--- config.mk ---
export PLATFORM = sky130hd
export DESIGN_NAME = iosi_top
export DESIGN_NICKNAME = d
export VERILOG_FILES = /design/src/verilog/iosi_ack_count.v /design/src/verilog/iosi_top.v
export VERILOG_INCLUDE_DIRS = /design/src /design/src/shared
export SDC_FILE = /design/constraint.sdc
export NUM_CORES = 1
export LEC_CHECK = 0
export BUFFER_PORTS_ARGS = -buffer_cell sky130_fd_sc_hd__buf_2
export CORE_UTILIZATION = 44
export DETAILED_ROUTE_END_ITERATION = 7
export PLACE_DENSITY_LB_ADDON = 0.08
export SYNTH_ARGS = -nofsm -noshare
export SYNTH_HDL_FRONTEND = slang
export SYNTH_HIERARCHICAL = 1
export SYNTH_SLANG_ARGS = --single-unit
--- constraint.sdc ---
create_clock -name clk_i -period 2.85 [get_ports clk_i]
set_clock_uncertainty 0.2 [all_clocks]
set_input_delay 0.57 -clock clk_i [delete_from_list [all_inputs] [get_ports clk_i]]
set_output_delay 0.57 -clock clk_i [all_outputs]
set_load 0.02 [all_outputs]
--- src/shared/iosi_consts.vh ---
// register map, field positions, reset values and timing counts of the slave interrupt block
`ifndef IOSI_CONSTS_VH
`define IOSI_CONSTS_VH

// byte addresses of the registers
`define IOSI_ADDR_FLAGS        32'h00010500
`define IOSI_ADDR_ENABLES      32'h00010504
`define IOSI_ADDR_ACK_COUNT    32'h00010508
`define IOSI_ADDR_WIN_CTRL     32'h0001040c

// flag and enable bit positions
`define IOSI_BIT_READ_UNMAPPED  0
`define IOSI_BIT_WRITE_UNMAPPED 1
`define IOSI_BIT_BAD_BURST      2
`define IOSI_BIT_BAD_LANES      3
`define IOSI_BIT_ACK_DRAINED    4
`define IOSI_NUM_FLAGS          5

// window control field positions
`define IOSI_BIT_ACK_WRITE_SEL    0
`define IOSI_BIT_STREAM_WRITE_SEL 1

// reset values
`define IOSI_FLAGS_RESET     5'h00
`define IOSI_ENABLES_RESET   5'h00
`define IOSI_COUNT_RESET     5'h00
`define IOSI_WIN_CTRL_RESET  2'h0

// widths
`define IOSI_COUNT_W     5
`define IOSI_BURST_W     8
`define IOSI_LANES_W     4

// cycles between an acknowledged write start and its count update (at most 8)
`define IOSI_ACK_LAG     4

// bus encodings
`define IOSI_HTRANS_NONSEQ 2'h2
`define IOSI_HRESP_OKAY    1'b0

`endif

--- src/verilog/iosi_ack_count.v ---
// outstanding acknowledged-write counter with a fixed start-to-count lag
`timescale 1ns/1ps
`default_nettype none
`include "iosi_consts.vh"

module iosi_ack_count (
    input  wire                       clk_i,
    input  wire                       rst_i,
    input  wire                       start_i,
    input  wire                       done_i,
    output reg  [`IOSI_COUNT_W-1:0]   count_o
);

    reg  [`IOSI_ACK_LAG-1:0] lag_q;
    wire                     inc;
    wire                     dec;

    // start pulses travel through a short delay line before counting
    always @(posedge clk_i or posedge rst_i) begin
        if (rst_i) begin
            lag_q <= {`IOSI_ACK_LAG{1'b0}};
        end else begin
            lag_q <= {lag_q[`IOSI_ACK_LAG-2:0], start_i};
        end
    end

    assign inc = lag_q[`IOSI_ACK_LAG-1] & (count_o != {`IOSI_COUNT_W{1'b1}});
    assign dec = done_i & (count_o != `IOSI_COUNT_RESET);

    always @(posedge clk_i or posedge rst_i) begin
        if (rst_i) begin
            count_o <= `IOSI_COUNT_RESET;
        end else if (inc & ~dec) begin
            count_o <= count_o + 5'h01;
        end else if (dec & ~inc) begin
            count_o <= count_o - 5'h01;
        end
    end

endmodule // iosi_ack_count

`default_nettype wire

--- src/verilog/iosi_top.v ---
// io slave interrupt status, enables, outstanding write count, ahb-lite registers
`timescale 1ns/1ps
`default_nettype none
`include "iosi_consts.vh"

module iosi_top (
    input  wire                      clk_i,
    input  wire                      rst_i,
    // ahb-lite slave
    input  wire                      hsel_i,
    input  wire [31:0]               haddr_i,
    input  wire [1:0]                htrans_i,
    input  wire                      hwrite_i,
    input  wire [2:0]                hsize_i,
    input  wire [31:0]               hwdata_i,
    input  wire                      hready_i,
    output wire [31:0]               hrdata_o,
    output wire                      hreadyout_o,
    output wire                      hresp_o,
    // events from the slave port logic, same clock
    input  wire                      wr_start_i,
    input  wire [`IOSI_BURST_W-1:0]  wr_burstcount_i,
    input  wire                      wr_hit_i,
    input  wire                      wr_beat_i,
    input  wire [`IOSI_LANES_W-1:0]  wr_byteenable_i,
    input  wire                      rd_start_i,
    input  wire                      rd_hit_i,
    input  wire                      ack_write_start_i,
    input  wire                      ack_write_done_i,
    // outputs
    output wire                      irq_o,
    output wire                      ack_write_select_o,
    output wire                      stream_write_select_o
);

    // byte-lane patterns accepted on a 32-bit write path
    function lanes_ok;
        input [`IOSI_LANES_W-1:0] be;
        begin
            case (be)
                4'hf, 4'h3, 4'hc, 4'h1, 4'h2, 4'h4, 4'h8: lanes_ok = 1'b1;
                default:                                 lanes_ok = 1'b0;
            endcase
        end
    endfunction

    // word decode, used by both write and read paths
    function [1:0] reg_sel;
        input [31:0] a;
        begin
            case (a)
                `IOSI_ADDR_FLAGS:     reg_sel = 2'h0;
                `IOSI_ADDR_ENABLES:   reg_sel = 2'h1;
                `IOSI_ADDR_ACK_COUNT: reg_sel = 2'h2;
                `IOSI_ADDR_WIN_CTRL:  reg_sel = 2'h3;
                default:              reg_sel = 2'h0;
            endcase
        end
    endfunction

    function mapped;
        input [31:0] a;
        begin
            mapped = (a == `IOSI_ADDR_FLAGS) || (a == `IOSI_ADDR_ENABLES) ||
                     (a == `IOSI_ADDR_ACK_COUNT) || (a == `IOSI_ADDR_WIN_CTRL);
        end
    endfunction

    localparam SEL_FLAGS   = 2'h0;
    localparam SEL_ENABLES = 2'h1;
    localparam SEL_COUNT   = 2'h2;
    localparam SEL_WIN     = 2'h3;

    reg  [31:0]                     dp_addr_q;
    reg                             dp_wr_q;
    reg                             rd_busy_q;
    reg  [31:0]                     hrdata_q;
    reg  [`IOSI_NUM_FLAGS-1:0]      flags_q;
    reg  [`IOSI_NUM_FLAGS-1:0]      enables_q;
    reg  [1:0]                      win_ctrl_q;
    reg                             irq_q;
    reg  [31:0]                     rdata_d;
    wire                            accept;
    wire                            wr_now;
    wire [1:0]                      wr_sel;
    wire [`IOSI_COUNT_W-1:0]        ack_count;
    wire [`IOSI_NUM_FLAGS-1:0]      set_vec;
    wire [`IOSI_NUM_FLAGS-1:0]      clr_vec;
    wire                            burst_bad;

    // address phase taken when selected, ready and nonseq
    assign accept = hsel_i & hready_i & (htrans_i == `IOSI_HTRANS_NONSEQ);

    always @(posedge clk_i or posedge rst_i) begin
        if (rst_i) begin
            dp_addr_q <= 32'h00000000;
            dp_wr_q   <= 1'b0;
            rd_busy_q <= 1'b0;
        end else begin
            if (hready_i) begin
                dp_wr_q <= accept & hwrite_i;
                if (accept) begin
                    dp_addr_q <= haddr_i;
                end
            end
            if (rd_busy_q) begin
                rd_busy_q <= 1'b0;
            end else begin
                rd_busy_q <= accept & ~hwrite_i;
            end
        end
    end

    // reads take one wait state so a write just before is visible
    assign hreadyout_o = ~rd_busy_q;
    assign hresp_o     = `IOSI_HRESP_OKAY;
    assign hrdata_o    = hrdata_q;

    assign wr_now = dp_wr_q & mapped(dp_addr_q);
    assign wr_sel = reg_sel(dp_addr_q);

    always @* begin
        rdata_d = 32'h00000000;
        if (mapped(dp_addr_q)) begin
            case (reg_sel(dp_addr_q))
                SEL_FLAGS:   rdata_d[`IOSI_NUM_FLAGS-1:0] = flags_q;
                SEL_ENABLES: rdata_d[`IOSI_NUM_FLAGS-1:0] = enables_q;
                SEL_COUNT:   rdata_d[`IOSI_COUNT_W-1:0]   = ack_count;
                SEL_WIN:     rdata_d[1:0]                 = win_ctrl_q;
                default:     rdata_d = 32'h00000000;
            endcase
        end
    end

    always @(posedge clk_i or posedge rst_i) begin
        if (rst_i) begin
            hrdata_q <= 32'h00000000;
        end else if (rd_busy_q) begin
            hrdata_q <= rdata_d;
        end
    end

    // enable register
    always @(posedge clk_i or posedge rst_i) begin
        if (rst_i) begin
            enables_q <= `IOSI_ENABLES_RESET;
        end else if (wr_now && wr_sel == SEL_ENABLES) begin
            enables_q <= hwdata_i[`IOSI_NUM_FLAGS-1:0];
        end
    end

    // window control: both selects at once leaves the field unchanged
    always @(posedge clk_i or posedge rst_i) begin
        if (rst_i) begin
            win_ctrl_q <= `IOSI_WIN_CTRL_RESET;
        end else if (wr_now && wr_sel == SEL_WIN && hwdata_i[1:0] != 2'h3) begin
            win_ctrl_q <= hwdata_i[1:0];
        end
    end

    assign ack_write_select_o    = win_ctrl_q[`IOSI_BIT_ACK_WRITE_SEL];
    assign stream_write_select_o = win_ctrl_q[`IOSI_BIT_STREAM_WRITE_SEL];

    iosi_ack_count u_ack_count (
        .clk_i   (clk_i),
        .rst_i   (rst_i),
        .start_i (ack_write_start_i),
        .done_i  (ack_write_done_i),
        .count_o (ack_count)
    );

    // event conditions
    assign burst_bad = wr_burstcount_i[0] & (wr_burstcount_i != 8'h01);

    assign set_vec[`IOSI_BIT_ACK_DRAINED]    = (ack_count == `IOSI_COUNT_RESET);
    assign set_vec[`IOSI_BIT_BAD_LANES]      = wr_beat_i & ~lanes_ok(wr_byteenable_i);
    assign set_vec[`IOSI_BIT_BAD_BURST]      = wr_start_i & burst_bad;
    assign set_vec[`IOSI_BIT_WRITE_UNMAPPED] = wr_start_i & ~wr_hit_i;
    assign set_vec[`IOSI_BIT_READ_UNMAPPED]  = rd_start_i & ~rd_hit_i;

    assign clr_vec = (wr_now && wr_sel == SEL_FLAGS) ? hwdata_i[`IOSI_NUM_FLAGS-1:0]
                                                     : {`IOSI_NUM_FLAGS{1'b0}};

    // sticky write-one-to-clear flags
    genvar gi;
    generate
        for (gi = 0; gi < `IOSI_NUM_FLAGS; gi = gi + 1) begin : g_flag
            always @(posedge clk_i or posedge rst_i) begin
                if (rst_i) begin
                    flags_q[gi] <= 1'b0;
                end else if (set_vec[gi]) begin
                    flags_q[gi] <= 1'b1;
                end else if (clr_vec[gi]) begin
                    flags_q[gi] <= 1'b0;
                end
            end
        end
    endgenerate

    // interrupt line from enabled flags
    always @(posedge clk_i or posedge rst_i) begin
        if (rst_i) begin
            irq_q <= 1'b0;
        end else begin
            irq_q <= |(flags_q & enables_q);
        end
    end

    assign irq_o = irq_q;

endmodule // iosi_top

`default_nettype wire
=== Yosys cells after proc, flatten, opt, wreduce, memory -nomap -nowiden ===
Cells that the tools add are included.

* Register bits after elaboration: 88
* Bits of input ports: 93
* Output and inout bits: 37
* Logic and storage cells: 98

* Add/sub/neg operators: 2
* Equality and inequality tests: 20
* Multiplexer cells: 20
* Bitwise logic cells: 22
* Reduce and logical (&&, ||, !) cells: 20

{| class="wikitable"
|+ Operators by type and width
! cell !! count
|-
| $eq 32x17->1 const B || 4
|-
| $mux 5 || 4
|-
| $and 1x1->1 || 14
|-
| $eq 4x4->1 const B || 3
|-
| $mux 1 || 12
|-
| $reduce_bool 2->1 || 6
|-
| $pmux 3 s3 || 1
|-
| $eq 2x2->1 const B || 4
|-
| $eq 4x2->1 const B || 2
|-
| $ne 8x1->1 const B || 1
|-
| $pmux 2 s4 || 1
|-
| $not 1->1 || 7
|-
| $reduce_or 7->1 || 1
|-
| $pmux 2 s3 || 1
|-
| $add 5x1->5 const B || 1
|-
| $and 5x5->5 || 1
|-
| $logic_not 5->1 || 1
|-
| $ne 5x5->1 const B || 1
|-
| $reduce_bool 5->1 || 1
|-
| $reduce_or 5->1 || 1
|-
| $sub 5x1->5 const B || 1
|-
| $eq 2x1->1 const B || 2
|-
| $eq 4x1->1 const B || 1
|-
| $eq 4x3->1 const B || 1
|-
| other kinds (6) || 12
|}

=== Depth between registers and ports, before layout ===
* Depth in word-level cells: 9
* Gate-level depth with buffers: 8
* Mapped depth without buffers: 8

=== Hierarchy ===
Netlist, hierarchy kept.

{| class="wikitable"
|+ By module, submodules not included
! module !! times used !! cells each !! area each (um^2) !! seq. area each (um^2)
|-
| iosi_top || 1 || 231 || 2722.6 || 1301.2
|-
| iosi_ack_count || 1 || 46 || 510.5 || 225.2
|}

=== Worst setup path before layout ===
Ideal clock, no wire load.

* Path type: register to register
* From: reg u_ack_count.count_o[2]
* To: reg u_ack_count.count_o[4]
* Setup time: 130 ps
* Arrival: 2373 ps
* Required time: 2520 ps
* Path slack: 146 ps
* Cell stages (with the launch flop): 9
* Path buffers: 0
* Period minus slack after synthesis: 2704 ps
* Path through: dfrtp_1 or4_1 o21ai_0 ha_1 inv_1 ha_1 or4_1 nand3_1 o221ai_2

* Longest elaborated chain between the ends: 5
* Elaborated cells on any way between the ends: 13
* Those cells by class: add/sub (2); eq/ne (1); mux (2); bitwise (6); reduce/logical (2)

{| class="wikitable"
|+ Ends and longest elaborated chain
! item !! line !! RTL
|-
| from (decl) || iosi_ack_count.v:11 || <nowiki>output reg [`IOSI_COUNT_W-1:0] count_o</nowiki>
|-
| from (signal assigned) || iosi_ack_count.v:32 || <nowiki>count_o <= `IOSI_COUNT_RESET;</nowiki>
|-
| from (signal assigned) || iosi_ack_count.v:34 || <nowiki>count_o <= count_o + 5'h01;</nowiki>
|-
| from (signal assigned) || iosi_ack_count.v:36 || <nowiki>count_o <= count_o - 5'h01;</nowiki>
|-
| branches (longest 5 deep; another with $sub 5x1->5) || -- ||
|}

Parallel ways; which one is timed is not known. The select of a mux whose other input is x is not followed.
A chain may end at the register's enable or synchronous reset.

=== Worst setup path in the final report ===
Same ends and word-level chain as after synthesis.

==> impl_metrics.json <==
{
  "num_rows": 30,
  "async_flop_share_pct": 100,
  "grt_first_pass_wirelength_um": 9960,
  "arrival_ps": 2770,
  "num_io_pins": 130,
  "hold_violations": 0,
  "ff2ff_setup_slack_ps": 130,
  "wirelength_um": 6270,
  "via_per_inst": 5.07,
  "ant_nets": 0,
  "ir_drop_mv": 0.375,
  "setup_tns_ps": 0,
  "dp.final_hpwl_um": 4640,
  "worstSetupEndpointType": "register",
  "cts-root-buf": "clkbuf_8",
  "die_area_sq_um": 7690,
  "clk_pin_slew_worst_paths_ps": 70,
  "port_buffers": 71,
  "grt_pass1_vias": 2163,
  "cts_sinks": 61,
  "num-fill-cells": 637,
  "grt_start_max_net_pins": 53,
  "track_usage_pct": 17.3,
  "synth-seq-cells": 61,
  "slew-limit-headroom_pct": 54.6,
  "dieHeight_um": 87.7,
  "p_per_area_nw_per_um2": 694,
  "htreeDepth": 3,
  "grt_overflow": 0,
  "core_area_sq_um": 6940,
  "wl_per_cell_um": 13.7,
  "finalCriticalPeriod_ps": 2720,
  "fin_nets": 457,
  "clock_latency_ps": 330,
  "hold_buffers": 0,
  "yosysWarnings": 6,
  "cp.required_ps": 2890,
  "drt-pass1-iter-count": 4,
  "critical_path_class": "register to register",
  "numCtsBuffers": 9,
  "synth_edf_count": 0,
  "ys_types": 49,
  "worstMarginPinSlew_ps": 674,
  "p_leak_nw": 1.77,
  "start_util_pct": 46.6,
  "drive_above_1_share_pct": 39.7,
  "syn-instance-count": 277,
  "yosysSeqAreaShare_pct": 47.2,
  "hold_path.class": "input pin to async pin",
  "status": "finished, final reports clean",
  "max_freq_ghz": 0.367,
  "setup_viol": 0,
  "vias": 2325,
  "slew_violations": 0,
  "die_w_um": 87.7,
  "worstSetupStartpointType": "register",
  "rsz0062_at_grt": "false",
  "ys.flop_type": "dfrtp_1",
  "fin_util_pct": 55.2,
  "crit_path_max_fanout": 5,
  "drt_iter0_markers": 53,
  "post_synth.cell_area_avg_sq_um": 11.7,
  "fin_crit_sh_pct": 95.6,
  "syn-cell-area_sq_um": 3230,
  "diodes": 0,
  "clock_path_buffers": 2,
  "drc": 0,
  "drv_cap": 0,
  "syn_to_final_growth_pct": 18.5,
  "cts_tree": "yes",
  "antenna_found_initial": 0,
  "place.gp.congestion": 0.769
}
## path summary, 6_finish.rpt
check	startpoint	cells after the start	endpoint
min in group clk_i	u_ack_count/lag_q[1]	0	u_ack_count/lag_q[2]
worst min register to register	u_ack_count/lag_q[1]	0	u_ack_count/lag_q[2]
worst max register to register	u_ack_count/count_o[2]	8	u_ack_count/count_o[4]
worst max-delay path	u_ack_count/count_o[2]	8	u_ack_count/count_o[4]
worst min-delay path	rst_i	2	u_ack_count/lag_q[2]
max in group asynchronous	rst_i	3	enables_q[3]
## cell usage after synthesis (2+ instances only)
cell       number  area, sq um
dfrtp_1        61         1530
mux2_2         33          372
buf_4          28          210
nor2_1         13         48.8
inv_1          12         45.0
a21oi_1         8         40.0
a22o_1          8         70.1
o21ai_0         8         40.0
clkbuf_1        7         26.3
nand3_1         7         35.0
nand4_1         7         43.8
a21o_1          6         45.0
nand2_1         6         22.5
mux2_4          5         75.1
nor3_1          5         25.0
nor4_1          5         31.3
a22oi_1         4         30.0
ha_1            4         50.1
nand3b_1        4         30.0
nor2b_1         4         25.0
nor4_4          4         85.1
mux2i_1         3         30.0
or3_1           3         18.8
or4_1           3         22.5
nand2b_1        2         12.5
nand4b_1        2         17.5
o2111ai_1       2         17.5
xnor2_1         2         17.5
## cell usage in the layout, fill, tap and decap left out, drive strengths merged, types with 9 or more instances in the layout
cell and instances:
dfrtp 61, nor2 13, nor4 9, buf 80
mux2 38, clkbuf 10, inv 12, conb 28
## state kept, by name, summed over array words and instances (netlist names)
register and count:
dp_wr_q 1, irq_o 1, u_ack_count/count_o 5, rd_busy_q 1, dp_addr_q 32, enables_q 5, hrdata_o 5, u_ack_count/lag_q 4
win_ctrl_q 2, flags_q 5
## per-stage QoR
step	worst slack, ps	cell area (sq um)	hold slack, ps	cells	total power, mW
4_1_cts	83.9	3820	9.63	458	2.68
2_1_floorplan	146	3330	131	304	1.74
3_5_place_dp	91.8	3640	136	443	1.96
5_1_grt	37.6	3830	25.2	459	2.82
6_report	125	3830	5.97	459	2.66
3_3_place_gp	130	3640	131	443	1.93
## layout make-up
class / count / area [sq um] / share of cell area [%]
clock buffer: 10 / 128 / 3.33
clock inverter: 5 / 52.6 / 1.37
inverter: 12 / 45.0 / 1.18
multi-input combinational: 195 / 1520 / 39.8
sequential: 61 / 1530 / 39.8
tap: 96 / 120 / 3.14
timing repair buffer: 80 / 435 / 11.4
## layer usage
metal / GRT usage, % / vias to the layer above / wire length [um]
met3: 3.96 / 8 / 281
met1: 22.7 / 1117 / 2990
met4: 8.05 / 0 / 68
li1: - / 1125 / -
met2: 27.1 / 75 / 2940
met5: 0 / - / 0
## logic make-up (layout without fill, tap and decap cells)
group                    after synthesis  in the layout  share of synthesized area (%)
other                                  1             28                          0.116
buffers and inverters                 48            107                           8.86
adder cells (fa/ha/maj)                5              5                           2.17
AO/OA/AOI/OAI                         44             44                           9.75
flip-flops                            61             61                           47.2
AND/OR/NAND/NOR                       74             74                           16.3
XOR/XNOR                               3              3                          0.813
multiplexers                          41             41                           14.7
## worst max-delay path, cell delays in order (launching register included)
cell,delay [ps]
dfrtp_1,370
or4_1,500
o21ai_0,180
ha_2,220
inv_1,100
fa_1,420
a21o_1,240
a211o_1,320
o221ai_2,70
## power breakdown
group	switching [mW]	internal [mW]
registers	0.152	1.02
logic	0.378	0.392
clock network	0.321	0.394
## repair_timing
item,4_1_cts,5_1_grt
gates resized for setup,0,1
setup buffers,0,1
endpoints found under the setup margin,0,2
No activity file was read; power rests on OpenSTA's default activity.
